**src/common/mac_cfg.svh**
```systemverilog
`ifndef MAC_CFG_SVH
`define MAC_CFG_SVH
`define MAC_OFF_CTRL 12'h000
`define MAC_OFF_STAT 12'h004
`define MAC_OFF_RESV 12'h008
`define MAC_OFF_LINE 12'h00c
`define MAC_CTRL_CACHE_EN 0
`define MAC_CTRL_WT_EXC 1
`define MAC_CTRL_ZERO_EXC 2
`define MAC_CTRL_RST 3'h1
`define MAC_LINES 4
`define MAC_PAGE_SHIFT 12
`endif

```
**src/common/mac_pkg.sv**
```systemverilog
package mac_pkg;
    typedef enum logic [3:0] {
        OP_LOAD, OP_STORE, OP_LDRES, OP_STCOND, OP_BLK_STORE,
        OP_BLK_FLUSH, OP_BLK_ZERO, OP_ICINV, OP_SYNC
    } mac_op_type;
    typedef enum logic [1:0] {SZ_BYTE, SZ_HALF, SZ_WORD, SZ_DWORD} mac_size_type;
    typedef enum logic [1:0] {ST_IDLE, ST_CLAIM, ST_MEM, ST_FIN} mac_state_type;
    typedef enum logic [1:0] {MC_READ, MC_WRITE, MC_CLAIM} mac_mcmd_type;
endpackage

```
**src/rtl/mac_policy.sv**
```systemverilog
// The register addresses and the APB slave port were chosen for this implementation.
`timescale 1ns/1ps
`include "mac_cfg.svh"
module mac_policy #(
    parameter int LINES = `MAC_LINES
) (
    input wire logic pclk,
    input wire logic presetn,
    input wire logic psel,
    input wire logic penable,
    input wire logic pwrite,
    input wire logic [11:0] paddr,
    input wire logic [31:0] pwdata,
    output logic [31:0] prdata,
    output logic pready,
    output logic pslverr,
    input wire logic req_valid,
    output logic req_ready,
    input wire mac_pkg::mac_op_type req_op,
    input wire mac_pkg::mac_size_type req_size,
    input wire logic [31:0] req_addr,
    input wire logic [31:0] req_wdata,
    input wire logic req_spec,
    input wire logic req_attr_w,
    input wire logic req_attr_i,
    input wire logic req_attr_m,
    input wire logic req_attr_g,
    output logic rsp_valid,
    output logic [31:0] rsp_data,
    output logic rsp_ok,
    output logic rsp_exc_align,
    output logic rsp_exc_dsi,
    output logic mem_req,
    output mac_pkg::mac_mcmd_type mem_cmd,
    output logic [31:0] mem_addr,
    output logic [31:0] mem_wdata,
    output logic [3:0] mem_be,
    input wire logic mem_ack,
    input wire logic [31:0] mem_rdata,
    input wire logic snoop_valid,
    input wire logic [31:0] snoop_addr,
    output logic resv_valid,
    output logic [31:0] resv_addr
);
    localparam int IW = $clog2(LINES);
    localparam int TW = 30 - IW;

    typedef struct packed {
        mac_pkg::mac_state_type st;
        mac_pkg::mac_op_type op;
        mac_pkg::mac_size_type sz;
        logic [31:0] addr;
        logic [31:0] wd;
        logic [3:0] be;
        logic wt;
        logic hit;
        logic fill;
        logic cw;
        logic exa;
        logic exd;
        logic ok;
        logic mneed;
        logic [31:0] rdat;
        logic resv_v;
        logic [29:0] resv_a;
        logic [LINES-1:0] v;
        logic [LINES-1:0] d;
        logic [LINES-1:0][TW-1:0] tag;
        logic [LINES-1:0][31:0] data;
        logic [2:0] ctrl;
        mac_pkg::mac_mcmd_type mcmd;
        logic [31:0] maddr;
        logic [31:0] mwd;
        logic [3:0] mbe;
        logic rsp;
        logic [31:0] rdata;
        logic rok;
        logic rea;
        logic red;
        logic ap_done;
        logic [31:0] prd;
        logic perr;
    } mac_regs_type;

    mac_regs_type s_reg;
    mac_regs_type s_next;

    logic acc;
    logic use_c;
    logic wt_eff;
    logic res_op;
    logic acc_op;
    logic misal;
    logic req_hit;
    logic cond_ok;
    logic [IW-1:0] req_idx;
    logic [IW-1:0] fin_idx;
    logic [3:0] be_w;
    logic [31:0] wlane;
    logic [31:0] merged;
    logic [31:0] fin_word;
    logic [31:0] size_mask;
    logic [31:0] rd_mux;
    logic [31:0] line_bits;
    logic map_hit;
    logic apb_acc;

    // ----------------------------------------
    // Request decode
    // ----------------------------------------
    // guarded hold: speculative guarded accesses wait.
    assign req_ready = (s_reg.st == mac_pkg::ST_IDLE) & ~(req_spec & req_attr_g);
    assign acc = req_valid & req_ready;
    assign req_idx = req_addr[IW+1:2];
    assign fin_idx = s_reg.addr[IW+1:2];
    // page attributes: four bits arrive with each request.
    assign wt_eff = req_attr_w & ~req_attr_i;
    // cache use when allowed and enabled.
    assign use_c = s_reg.ctrl[`MAC_CTRL_CACHE_EN] & ~req_attr_i;
    // per-page attributes: no attribute is cached, each access uses its own.
    assign req_hit = use_c & s_reg.v[req_idx] & (s_reg.tag[req_idx] == req_addr[31:IW+2]);
    assign res_op = (req_op == mac_pkg::OP_LDRES) | (req_op == mac_pkg::OP_STCOND);
    assign acc_op = res_op | (req_op == mac_pkg::OP_LOAD) | (req_op == mac_pkg::OP_STORE);
    // split or refuse: misaligned and double-word accesses trap.
    assign misal = acc_op & ((req_size == mac_pkg::SZ_HALF & req_addr[0])
        | (req_size == mac_pkg::SZ_WORD & |req_addr[1:0])
        | (req_size == mac_pkg::SZ_DWORD)
        | (res_op & req_size != mac_pkg::SZ_WORD));
    // reservation match: same word, same processor.
    assign cond_ok = s_reg.resv_v & (s_reg.resv_a == req_addr[31:2]);
    assign wlane = req_wdata << {req_addr[1:0], 3'h0};

    // byte lanes: one enable mask per aligned access.
    always_comb begin
        if (req_size == mac_pkg::SZ_BYTE) begin
            be_w = 4'h1 << req_addr[1:0];
        end else if (req_size == mac_pkg::SZ_HALF) begin
            be_w = 4'h3 << req_addr[1:0];
        end else begin
            be_w = 4'hf;
        end
    end

    always_comb begin
        if (s_reg.sz == mac_pkg::SZ_BYTE) begin
            size_mask = 32'h0000_00ff;
        end else if (s_reg.sz == mac_pkg::SZ_HALF) begin
            size_mask = 32'h0000_ffff;
        end else begin
            size_mask = 32'hffff_ffff;
        end
    end

    assign fin_word = s_reg.hit ? s_reg.data[fin_idx] : s_reg.rdat;

    for (genvar b = 0; b < 4; b++) begin : g_lane
        assign merged[8*b+:8] = s_reg.be[b] ? s_reg.wd[8*b+:8] : s_reg.data[fin_idx][8*b+:8];
    end

    // ----------------------------------------
    // Register map
    // ----------------------------------------
    assign apb_acc = psel & penable;
    assign map_hit = (paddr == `MAC_OFF_CTRL) | (paddr == `MAC_OFF_STAT)
        | (paddr == `MAC_OFF_RESV) | (paddr == `MAC_OFF_LINE);

    always_comb begin
        line_bits = 32'h0;
        line_bits[LINES-1:0] = s_reg.v;
        line_bits[8+:LINES] = s_reg.d;
        unique case (paddr)
            `MAC_OFF_CTRL: rd_mux = {29'h0, s_reg.ctrl};
            `MAC_OFF_STAT: rd_mux = {30'h0, s_reg.st != mac_pkg::ST_IDLE, s_reg.resv_v};
            `MAC_OFF_RESV: rd_mux = {s_reg.resv_a, 2'h0};
            `MAC_OFF_LINE: rd_mux = line_bits;
            default: rd_mux = 32'h0;
        endcase
    end

    // ----------------------------------------
    // Next state
    // ----------------------------------------
    always_comb begin
        logic claim;
        logic stok;
        logic rexc;
        claim = 1'b0;
        stok = 1'b0;
        rexc = res_op & wt_eff & s_reg.ctrl[`MAC_CTRL_WT_EXC];
        s_next = s_reg;
        s_next.rsp = 1'b0;

        if (apb_acc & ~s_reg.ap_done) begin
            s_next.ap_done = 1'b1;
            s_next.prd = rd_mux;
            s_next.perr = ~map_hit;
        end
        if (apb_acc & s_reg.ap_done) begin
            s_next.ap_done = 1'b0;
            if (pwrite & ~s_reg.perr & paddr == `MAC_OFF_CTRL) begin
                s_next.ctrl = pwdata[2:0];
            end
        end

        // remote update: another master's store kills the reservation.
        if (snoop_valid & (snoop_addr[31:2] == s_reg.resv_a)) begin
            s_next.resv_v = 1'b0;
        end

        unique case (s_reg.st)
            mac_pkg::ST_IDLE: begin
                if (acc) begin
                    s_next.op = req_op;
                    s_next.sz = req_size;
                    s_next.addr = req_addr;
                    s_next.wd = wlane;
                    s_next.be = be_w;
                    s_next.wt = wt_eff;
                    s_next.hit = req_hit;
                    s_next.fill = 1'b0;
                    s_next.cw = 1'b0;
                    s_next.exa = misal;
                    s_next.exd = 1'b0;
                    s_next.ok = 1'b1;
                    s_next.mneed = 1'b0;
                    s_next.mcmd = mac_pkg::MC_WRITE;
                    s_next.maddr = {req_addr[31:2], 2'h0};
                    s_next.mwd = wlane;
                    s_next.mbe = be_w;
                    unique case (req_op)
                        mac_pkg::OP_LOAD, mac_pkg::OP_LDRES: begin
                            // write-through pair: trap when so configured.
                            s_next.exd = rexc;
                            // cached load: memory read only on a miss.
                            s_next.mneed = ~req_hit;
                            s_next.mcmd = mac_pkg::MC_READ;
                            // dirty line kept: a fill never drops it.
                            s_next.fill = use_c & ~req_hit
                                & ~(s_reg.v[req_idx] & s_reg.d[req_idx]);
                        end
                        mac_pkg::OP_STORE, mac_pkg::OP_STCOND: begin
                            stok = (req_op == mac_pkg::OP_STORE) | cond_ok;
                            s_next.ok = stok;
                            s_next.exd = rexc;
                            s_next.cw = stok & req_hit;
                            // write-through store: memory written as well.
                            s_next.mneed = stok & (~req_hit | wt_eff);
                            // ownership first: coherent cached stores claim.
                            claim = stok & use_c & req_attr_m;
                        end
                        mac_pkg::OP_BLK_STORE, mac_pkg::OP_BLK_FLUSH: begin
                            // coherent copy: written even when clean.
                            // local copy: written only when dirty.
                            s_next.mneed = req_hit & (s_reg.d[req_idx] | req_attr_m);
                            s_next.mwd = s_reg.data[req_idx];
                            s_next.mbe = 4'hf;
                        end
                        mac_pkg::OP_BLK_ZERO: begin
                            // dirty line kept: the zero word goes to memory instead.
                            s_next.fill = use_c & ~wt_eff
                                & (req_hit | ~(s_reg.v[req_idx] & s_reg.d[req_idx]));
                            // cached copy zeroed: a write-through hit stays current.
                            s_next.cw = wt_eff & req_hit;
                            s_next.wd = 32'h0;
                            s_next.be = 4'hf;
                            s_next.mwd = 32'h0;
                            s_next.mbe = 4'hf;
                            // zeroing trap: optional for uncached and write-through targets.
                            if (~(use_c & ~wt_eff)) begin
                                s_next.exa = s_reg.ctrl[`MAC_CTRL_ZERO_EXC];
                                s_next.mneed = 1'b1;
                            end else if (~s_next.fill) begin
                                s_next.mneed = 1'b1;
                            end
                        end
                        // no stall: instruction invalidate is a no-op.
                        // barrier: all earlier accesses are already done.
                        default: begin
                        end
                    endcase
                    if (s_next.exa | s_next.exd) begin
                        s_next.mneed = 1'b0;
                        s_next.cw = 1'b0;
                        s_next.fill = 1'b0;
                        claim = 1'b0;
                    end
                    if (claim) begin
                        s_next.st = mac_pkg::ST_CLAIM;
                    end else if (s_next.mneed) begin
                        s_next.st = mac_pkg::ST_MEM;
                    end else begin
                        s_next.st = mac_pkg::ST_FIN;
                    end
                end
            end
            mac_pkg::ST_CLAIM: begin
                if (mem_ack) begin
                    s_next.st = s_reg.mneed ? mac_pkg::ST_MEM : mac_pkg::ST_FIN;
                end
            end
            mac_pkg::ST_MEM: begin
                if (mem_ack) begin
                    s_next.rdat = mem_rdata;
                    s_next.st = mac_pkg::ST_FIN;
                end
            end
            mac_pkg::ST_FIN: begin
                s_next.st = mac_pkg::ST_IDLE;
                s_next.rsp = 1'b1;
                s_next.rea = s_reg.exa;
                s_next.red = s_reg.exd;
                s_next.rok = s_reg.ok & ~s_reg.exa & ~s_reg.exd;
                s_next.rdata = (fin_word >> {s_reg.addr[1:0], 3'h0}) & size_mask;
                // reservation cleared by every conditional store.
                if (s_reg.op == mac_pkg::OP_STCOND) begin
                    s_next.resv_v = 1'b0;
                end
                if (~s_reg.exa & ~s_reg.exd) begin
                    if (s_reg.fill) begin
                        s_next.v[fin_idx] = 1'b1;
                        s_next.tag[fin_idx] = s_reg.addr[31:IW+2];
                        s_next.d[fin_idx] = (s_reg.op == mac_pkg::OP_BLK_ZERO);
                        s_next.data[fin_idx] = (s_reg.op == mac_pkg::OP_BLK_ZERO) ?
                            32'h0 : s_reg.rdat;
                    end
                    if (s_reg.cw) begin
                        s_next.data[fin_idx] = merged;
                        s_next.d[fin_idx] = s_reg.d[fin_idx] | ~s_reg.wt;
                    end
                    // reservation set and published; set beats a snoop.
                    // inhibited or cached: the reservation is kept alike.
                    if (s_reg.op == mac_pkg::OP_LDRES) begin
                        s_next.resv_v = 1'b1;
                        s_next.resv_a = s_reg.addr[31:2];
                    end
                    if (s_reg.hit & s_reg.op == mac_pkg::OP_BLK_STORE) begin
                        s_next.d[fin_idx] = 1'b0;
                    end
                    if (s_reg.hit & s_reg.op == mac_pkg::OP_BLK_FLUSH) begin
                        s_next.v[fin_idx] = 1'b0;
                        s_next.d[fin_idx] = 1'b0;
                    end
                end
            end
        endcase
    end

    always_ff @(posedge pclk or negedge presetn) begin
        if (!presetn) begin
            s_reg <= '0;
            s_reg.ctrl <= `MAC_CTRL_RST;
        end else begin
            s_reg <= s_next;
        end
    end

    // ----------------------------------------
    // Outputs
    // ----------------------------------------
    assign prdata = s_reg.prd;
    assign pready = apb_acc & s_reg.ap_done;
    assign pslverr = pready & s_reg.perr;
    assign rsp_valid = s_reg.rsp;
    assign rsp_data = s_reg.rdata;
    assign rsp_ok = s_reg.rok;
    assign rsp_exc_align = s_reg.rea;
    assign rsp_exc_dsi = s_reg.red;
    assign mem_req = (s_reg.st == mac_pkg::ST_CLAIM) | (s_reg.st == mac_pkg::ST_MEM);
    assign mem_cmd = (s_reg.st == mac_pkg::ST_CLAIM) ? mac_pkg::MC_CLAIM : s_reg.mcmd;
    assign mem_addr = s_reg.maddr;
    assign mem_wdata = s_reg.mwd;
    assign mem_be = s_reg.mbe;
    assign resv_valid = s_reg.resv_v;
    assign resv_addr = {s_reg.resv_a, 2'h0};
endmodule

```
**config.mk**
```make
export PLATFORM = sky130hd
export DESIGN_NAME = mac_policy
export DESIGN_NICKNAME = d
export VERILOG_FILES = /design/src/common/mac_pkg.sv /design/src/rtl/mac_policy.sv
export VERILOG_INCLUDE_DIRS = /design/src /design/src/common
export SDC_FILE = /design/constraint.sdc
export NUM_CORES = 1
export LEC_CHECK = 0
export ABC_AREA = 1
export BUFFER_PORTS_ARGS = -buffer_cell sky130_fd_sc_hd__buf_2
export CELL_PAD_IN_SITES_DETAIL_PLACEMENT = 0
export CELL_PAD_IN_SITES_GLOBAL_PLACEMENT = 1
export CORE_ASPECT_RATIO = 0.5
export CORE_MARGIN = 2
export CORE_UTILIZATION = 46
export CTS_CLUSTER_SIZE = 25
export DETAILED_ROUTE_END_ITERATION = 7
export PLACE_DENSITY_LB_ADDON = 0.1
export SYNTH_ARGS = -nofsm -noshare
export SYNTH_HDL_FRONTEND = slang
export SYNTH_SLANG_ARGS = --single-unit
```
**constraint.sdc**
```tcl
create_clock -name pclk -period 2.87 [get_ports pclk]
set_input_delay 0.1435 -clock pclk [delete_from_list [all_inputs] [get_ports pclk]]
set_output_delay 0.1435 -clock pclk [all_outputs]
set_load 0.05 [all_outputs]
```
==> metrics.md, run 1 <==
| Metric | Value |
|---|---|
| CP max FO | 24 |
| Initial core utilization | 0.466 |
| Startpoint types | flip-flop |
| Top sig layer | met4 |
| CTS tree | built |
| Chip Width | 345 um |
| Crit-path slowest cell | inv_2 |
| Port Buf Inserts | 330 |
| Post-Synthesis Cells | 3,415 |
| M1 WL | 42,100 um |
| Metal3 WL | 9440 um |
| Syn-to-layout area delta | 14.5% |
| Warnings from Yosys | 0 |
| HPWL Detailed | 65,900 um |
| I/O pins | 366 |
| GRT overflow | 0 |
| Post-CTS Setup Bufs | 0 |
| Overall Power | 0.0317 W |
| Area share of the largest cell type after synthesis | 0.472 |
| Post-Route Skew | 0.0164 ns |
| Post-synth EDFFs | 0 |
| Synthesized area | 26,700 um2 |
| Fin. max-slew vios | 0 |
| Fillers | 5,641 |
| CTS Buf Count | 48 |
| Total Routing Usage GR | 0.326 |
| DIE AREA | 60,200 um2 |
| Core area | 57,400 um2 |
| First-pass GRT wire length | 149,000 um |
| Pin count of the biggest net entering global routing | 116 |
| Ys async rst share | 1.00 |
| Fmax | 369 MHz |
| FF/Latch Area | 12,600 um2 |
| Setup-failing EPs final | 0 |
| Max FFs per register | 360 |
| Synth Area per Inst | 7.83 um2 |
| Synth cell types | 53 |
| Final estimated routing congestion in global placement | 0.903 |
| Final ANT Viol Nets | 0 |
| Main synth FF type | dfrtp_1 |
| Post-DR wirelength/cell | 22.4 um |
| CTS root buf | clkbuf_16 |
| Cell Pwr Density | 1040 nW/um2 |
| Vias | 25,200 |
| TNS Setup | 0 ns |
| Via density per instance | 5.71 |
| Synth area leaders | dfrtp_1, nand2_1, o21ai_0 |
| Crit path required time | 3.36 ns |
| Worst path cell trace | nand2_1, inv_2, nand2_1, o21ai_0, a221oi_1, nand2_1, o21ai_0, o21ai_0, inv_1, o21ai_0 |
| H-Tree Depth | 2 |
| Die Height | 174 um |
| TritonRoute pass-1 iters | 6 |
| Hold Path Class | in2reg |
| NumNets Final | 3,806 |
| Clk buf depth | 3 |
| Share of cells above drive strength 1 | 0.147 |
| Clock sink count | 505 |
| Seq/Total Area, Yosys | 0.473 |
| Final WL | 98,700 um |
| CP arrival | 3.20 ns |
| Final-report hold violation count | 0 |
| Area occupied by multi-input gates | 11,100 um2 |
| Max_slew headroom | 0.435 |
| Worst-Skew Late Latency | 0.59 ns |
| Outcome | complete, no violations |
| Vias in the first global route | 23,700 |
| Yosys reg bits | 505 |
| 1st-iter DRT viols | 2,686 |
| Area leader, netlist | dfrtp_1 |
| Initial antenna violation count | 0 |
| VDD IR max | 0.607 mV |
| WL met2 | 44,100 um |
| Period utilisation layout | 0.944 |
| RSZ-0062 raised after global routing | false |
| CP Capture Type | flip-flop |
| Final critical-path required period | 2.71 ns |
| DRC errors left | 0 |
| Worst-Margin Slew | 0.840 ns |
| Slowest cell delay on critical path | 0.61 ns |
| Worst setup path class | reg2reg |
| Std-Cell Rows | 62 |
| Worst-path clk slew | 0.07 ns |
| Worst path most repeated cell | o21ai_0 |
| Leakage | 14.9 nW |
| Max-capacitance violation count | 0 |
-- per-layer routing --
layer / up-vias / GRT usage
met5: - / 0
met4: 0 / 0.102
met3: 178 / 0.0744
met2: 1243 / 0.497
met1: 12100 / 0.460
li1: 11700 / -
-- Yosys cell counts (all sizes together), types with 2 or more instances --
master	count
nand2	840
dfrtp	504
o21ai	455
inv	250
a21oi	231
nor2	231
buf	209
o22ai	163
clkbuf	158
nand3	128
a22oi	39
xor2	21
a221oi	20
nor3	19
or2	17
nand4	16
o31ai	14
a22o	12
a2bb2oi	10
ha	9
nor4	9
o2111ai	8
o211ai	8
o221ai	6
o311ai	6
a211oi	5
mux2i	5
xnor2	4
a32o	3
clkinv	3
a2111oi	2
-- report_power, final --
group / internal (W) / switching [W]
sequential: 0.00970 / 0.00202
clock: 0.00358 / 0.00288
combinational: 0.00376 / 0.00979
-- area by class of cell --
cell class | instances | share of cell area
sequential | 505 | 0.413
multi-input combinational | 2293 | 0.363
timing repair buffer | 505 | 0.111
clock buffer | 77 | 0.0481
tap | 768 | 0.0314
inverter | 253 | 0.0313
clock inverter | 7 | 0.00196
antenna | 1 | 0.0000817
-- per-stage QoR --
step                      utilization  instance area (um2)  hold WS, ns  std cells  worst slack (ns)
after global placement          0.491                28200        0.234       4235             0.271
after global routing            0.533                30600       0.0254       4408            0.0609
after detailed placement        0.491                28200        0.231       4235             0.249
after CTS                       0.533                30600     0.000341       4408             0.235
final                           0.533                30600      0.00575       4409             0.161
after floorplan                     -                26800       -0.152       3418             0.207
-- repair_timing --
action,CTS,global route
setup endpoints to repair,0,3
gates resized for setup,0,4
endpoints found under the hold margin,157,0
hold buffers,89,0
-- placed cells by master, fill, tap and decap left out, types with 8 or more instances in the layout --
cell and n:
nor3_1 19, buf_4 71, a21oi_1 231, a22oi_1 39
or2_2 16, clkbuf_16 49, nor2_1 221, clkbuf_8 14
nand3_1 124, ha_1 9, o21ai_0 447, a221oi_1 19
inv_1 245, buf_2 328, a2bb2oi_1 10, nor4_1 8
dfrtp_1 504, a22o_1 12, o211ai_1 8, dlygate4sd3_1 89
xor2_1 21, buf_12 16, clkbuf_1 14, nand2_1 834
o2111ai_1 8, nor2_2 10, o22ai_1 163, o31ai_1 14
nand4_1 15
-- worst max-delay path: cells and delay by family (launching register included) --
| family | cells | cell delay, ns |
|---|---|---|
| buffers and inverters | 2 | 0.72 |
| DFF | 1 | 0.43 |
| AOI/OAI and AO/OA | 5 | 1.02 |
| and+or+nand+nor | 3 | 0.43 |
-- cell families (layout without fill, tap and decap cells) --
logic type | Yosys count | in the layout | synth area share
simple gates | 1263 | 1263 | 0.190
other cells | 1 | 5 | 0.000140
buf+inv | 620 | 842 | 0.114
fa+ha+maj | 9 | 9 | 0.00421
xor+xnor | 25 | 25 | 0.00819
mux | 6 | 6 | 0.00229
flops | 505 | 505 | 0.473
compound gates | 986 | 986 | 0.208
-- path summary, 6_finish.rpt --
path	slack (ns)	end	cells after the start	startpoint
setup / recovery	0.16	rsp_data[18]	10	fin_idx[0]
hold / removal	0.006	s_reg[537]	4	req_attr_m
setup reg to reg	0.16	rsp_data[18]	10	fin_idx[0]
hold reg to reg	0.47	mem_wdata[19]	2	mem_wdata[19]
max in group asynchronous	1.74	s_reg[238]	3	presetn
min in group asynchronous	0.15	s_reg[311]	2	presetn
Power figures use the tool's default switching activity.
==> run 2, diff against run 1 <==
Clock period 2.87 ns to 3.15 ns, I/O delays scaled along.
==> metrics.md, run 2 (synthesized netlist as in run 1, its figures left out) <==
| Metric | Value |
|---|---|
| Outcome | complete, no violations (unchanged) |
| Worst-Margin Slew | 0.992 ns (was 0.840 ns) |
| Final critical-path required period | 2.68 ns (was 2.71 ns) |
| I/O pins | 366 (unchanged) |
| Post-DR wirelength/cell | 22.5 um (was 22.4 um) |
| Final worst slack | 0.473 ns (was 0.161 ns) |
| First-pass GRT wire length | 148,000 um (was 149,000 um) |
| Comb power frac | 0.424 (was 0.427) |
| Chip Width | 345 um (unchanged) |
| Crit path required time | 3.63 ns (was 3.36 ns) |
| Final WL | 98,700 um (about the same) |
| Hold Path Depth | 4 (unchanged) |
| RSZ-0062 raised after global routing | false (unchanged) |
| Syn-to-layout area delta | 13.5% (was 14.5%) |
| Max_slew headroom | 0.339 (was 0.435) |
| CTS Buf Count | 48 (unchanged) |
| Met3 Usage GRT | 0.0694 (was 0.0744) |
| Initial antenna violation count | 2 (was 0) |
| Switch Pwr | 0.0133 W (was 0.0147 W) |
| DRC errors left | 0 (unchanged) |
| Net Sw Frac | 0.466 (was 0.463) |
| Post-CTS Setup Bufs | 0 (unchanged) |
| Worst-Skew Late Latency | 0.59 ns (about the same) |
| CTS root buf | clkbuf_16 (unchanged) |
| TNS Setup | 0 ns (unchanged) |
| Core area | 57,400 um2 (unchanged) |
| Initial core utilization | 0.466 (unchanged) |
| Worst R2R Path Depth | 11 (was 10) |
| H-Tree Depth | 2 (unchanged) |
| Most common cell after layout, fill and taps aside | nand2_1 (unchanged) |
| Clock power share | 0.201 (was 0.204) |
| Post-Route Skew | 0.0219 ns (was 0.0164 ns) |
| Pin count of the biggest net entering global routing | 89 (was 116) |
| VDD IR max | 0.693 mV (was 0.607 mV) |
| Fin. max-slew vios | 0 (unchanged) |
| R2R setup slack | 0.47 ns (was 0.16 ns) |
| Hold Path Class | in2reg (unchanged) |
| CP max FO | 14 (was 24) |
| Total Routing Usage GR | 0.324 (was 0.326) |
| GRT met2 Usage | 0.498 (was 0.497) |
| Final ANT Viol Nets | 0 (unchanged) |
| Cell Pwr Density | 944 nW/um2 (was 1040 nW/um2) |
| Die Height | 174 um (unchanged) |
| Clock sink count | 505 (unchanged) |
| HPWL Detailed | 65,800 um (was 65,900 um) |
| Power Internal | 0.0153 W (was 0.0170 W) |
| Final estimated routing congestion in global placement | 0.893 (was 0.903) |
| Period utilisation layout | 0.850 (was 0.944) |
| Share of cells above drive strength 1 | 0.145 (was 0.147) |
| Worst r2r src | fin_idx[1] (was fin_idx[0]) |
| DIE AREA | 60,200 um2 (unchanged) |
| Worst-path clk slew | 0.07 ns (about the same) |
| Port Buf Inserts | 330 (unchanged) |
| Startpoint types | flip-flop (unchanged) |
| # hold bufs at CTS | 84 (was 89) |
| Worst setup path class | reg2reg (unchanged) |
| Max FFs per register | 360 (unchanged) |
| PostCTS Resize Cnt | 0 (unchanged) |
| Most used routing layer | met2 (unchanged) |
| Leakage | 14.7 nW (was 14.9 nW) |
| Fmax | 374 MHz (was 369 MHz) |
| Fillers | 5,579 (was 5,641) |
| TritonRoute pass-1 iters | 6 (unchanged) |
| M1 GR Usage | 0.456 (was 0.460) |
| NumNets Final | 3,799 (was 3,806) |
| ANT cells | 0 (was 1) |
| CP Capture Type | flip-flop (unchanged) |
| Place WS | 0.487 ns (was 0.249 ns) |
| Min-delay src | req_wdata[14] (was req_attr_m) |
| Part of the power in registers | 0.375 (was 0.369) |
| Most frequent cells in the layout | nand2_1, dfrtp_1, o21ai_0, buf_2, inv_1 (unchanged) |
| Vias in the first global route | 23,500 (was 23,700) |
| Reg-to-reg endpoint | rsp_data[0] (was rsp_data[18]) |
| Hold worst-path end | s_reg[488] (was s_reg[537]) |
| GRT overflow | 0 (unchanged) |
| CTS tree | built (unchanged) |
| Setup-failing EPs final | 0 (unchanged) |
| Clk buf depth | 3 (unchanged) |
| CP arrival | 3.16 ns (was 3.20 ns) |
| Vias | 25,200 (about the same) |
| Via density per instance | 5.72 (was 5.71) |
| Final-report hold violation count | 0 (unchanged) |
| Max-capacitance violation count | 0 (unchanged) |
| Std-Cell Rows | 62 (unchanged) |
| 1st-iter DRT viols | 2,602 (was 2,686) |
==> run 2: layer usage <==
metal | routed length (um) | vias up
met5 | 144 | -
met1 | 42300 | 12200
met4 | 3110 | 6
met3 | 8690 | 175
li1 | - | 11700
met2 | 44500 | 1154
==> run 2: final cells by class <==
type	count	area, um2	area share
clock inverters	13	118	0.00387
repair buffers	498	3240	0.107
flip-flops and latches	505	12600	0.416
well taps	768	961	0.0317
clock buffers	67	1330	0.0439
inverters	253	955	0.0314
multi-input cells	2293	11100	0.366
==> run 2: through the flow <==
stage | power [W] | cell area (um2) | hold WS [ns] | std cells | utilization
final | 0.0286 | 30400 | 0.0202 | 4397 | 0.529
after global routing | 0.0304 | 30400 | 0.0397 | 4397 | 0.529
after CTS | 0.0286 | 30400 | 0.00472 | 4397 | 0.529
after floorplan | 0.0195 | 26800 | -0.138 | 3418 | -
after global placement | 0.0226 | 28100 | 0.251 | 4233 | 0.489
after detailed placement | 0.0227 | 28100 | 0.259 | 4233 | 0.489
==> run 2: how the worst max path moves through the flow <==
stage | from | end | slack (ns) | cells past startpoint
finish | fin_idx[1] | rsp_data[0] | 0.47 | 11
global route | fin_idx[0] | rsp_data[7] | 0.23 | 12
CTS | fin_idx[0] | rsp_data[4] | 0.48 | 12
detailed placement | fin_idx[0] | rsp_data[4] | 0.49 | 12
global placement | fin_idx[0] | rsp_data[4] | 0.53 | 12
floorplan | s_reg[536] | s_reg[465] | 0.49 | 8
==> run 2: power by group through the flow <==
stage                     clock network, W  registers (W)  logic, W
after detailed placement                 0         0.0108    0.0120
after CTS                          0.00583         0.0107    0.0121
after floorplan                          0         0.0101   0.00939
after global routing               0.00612         0.0110    0.0133
after global placement                   0         0.0107    0.0118
final                              0.00575         0.0107    0.0122
==> run 2: critical path, stage by stage, from the launching register on <==
cell and delay, ns:
dfrtp_1 0.38, inv_1 0.09, nand2_1 0.12, buf_4 0.29, buf_4 0.29, o21ai_0 0.10
a221oi_1 0.44, o21ai_0 0.36, nand2_1 0.13, o21ai_1 0.09, o211ai_1 0.20, nand2_1 0.07
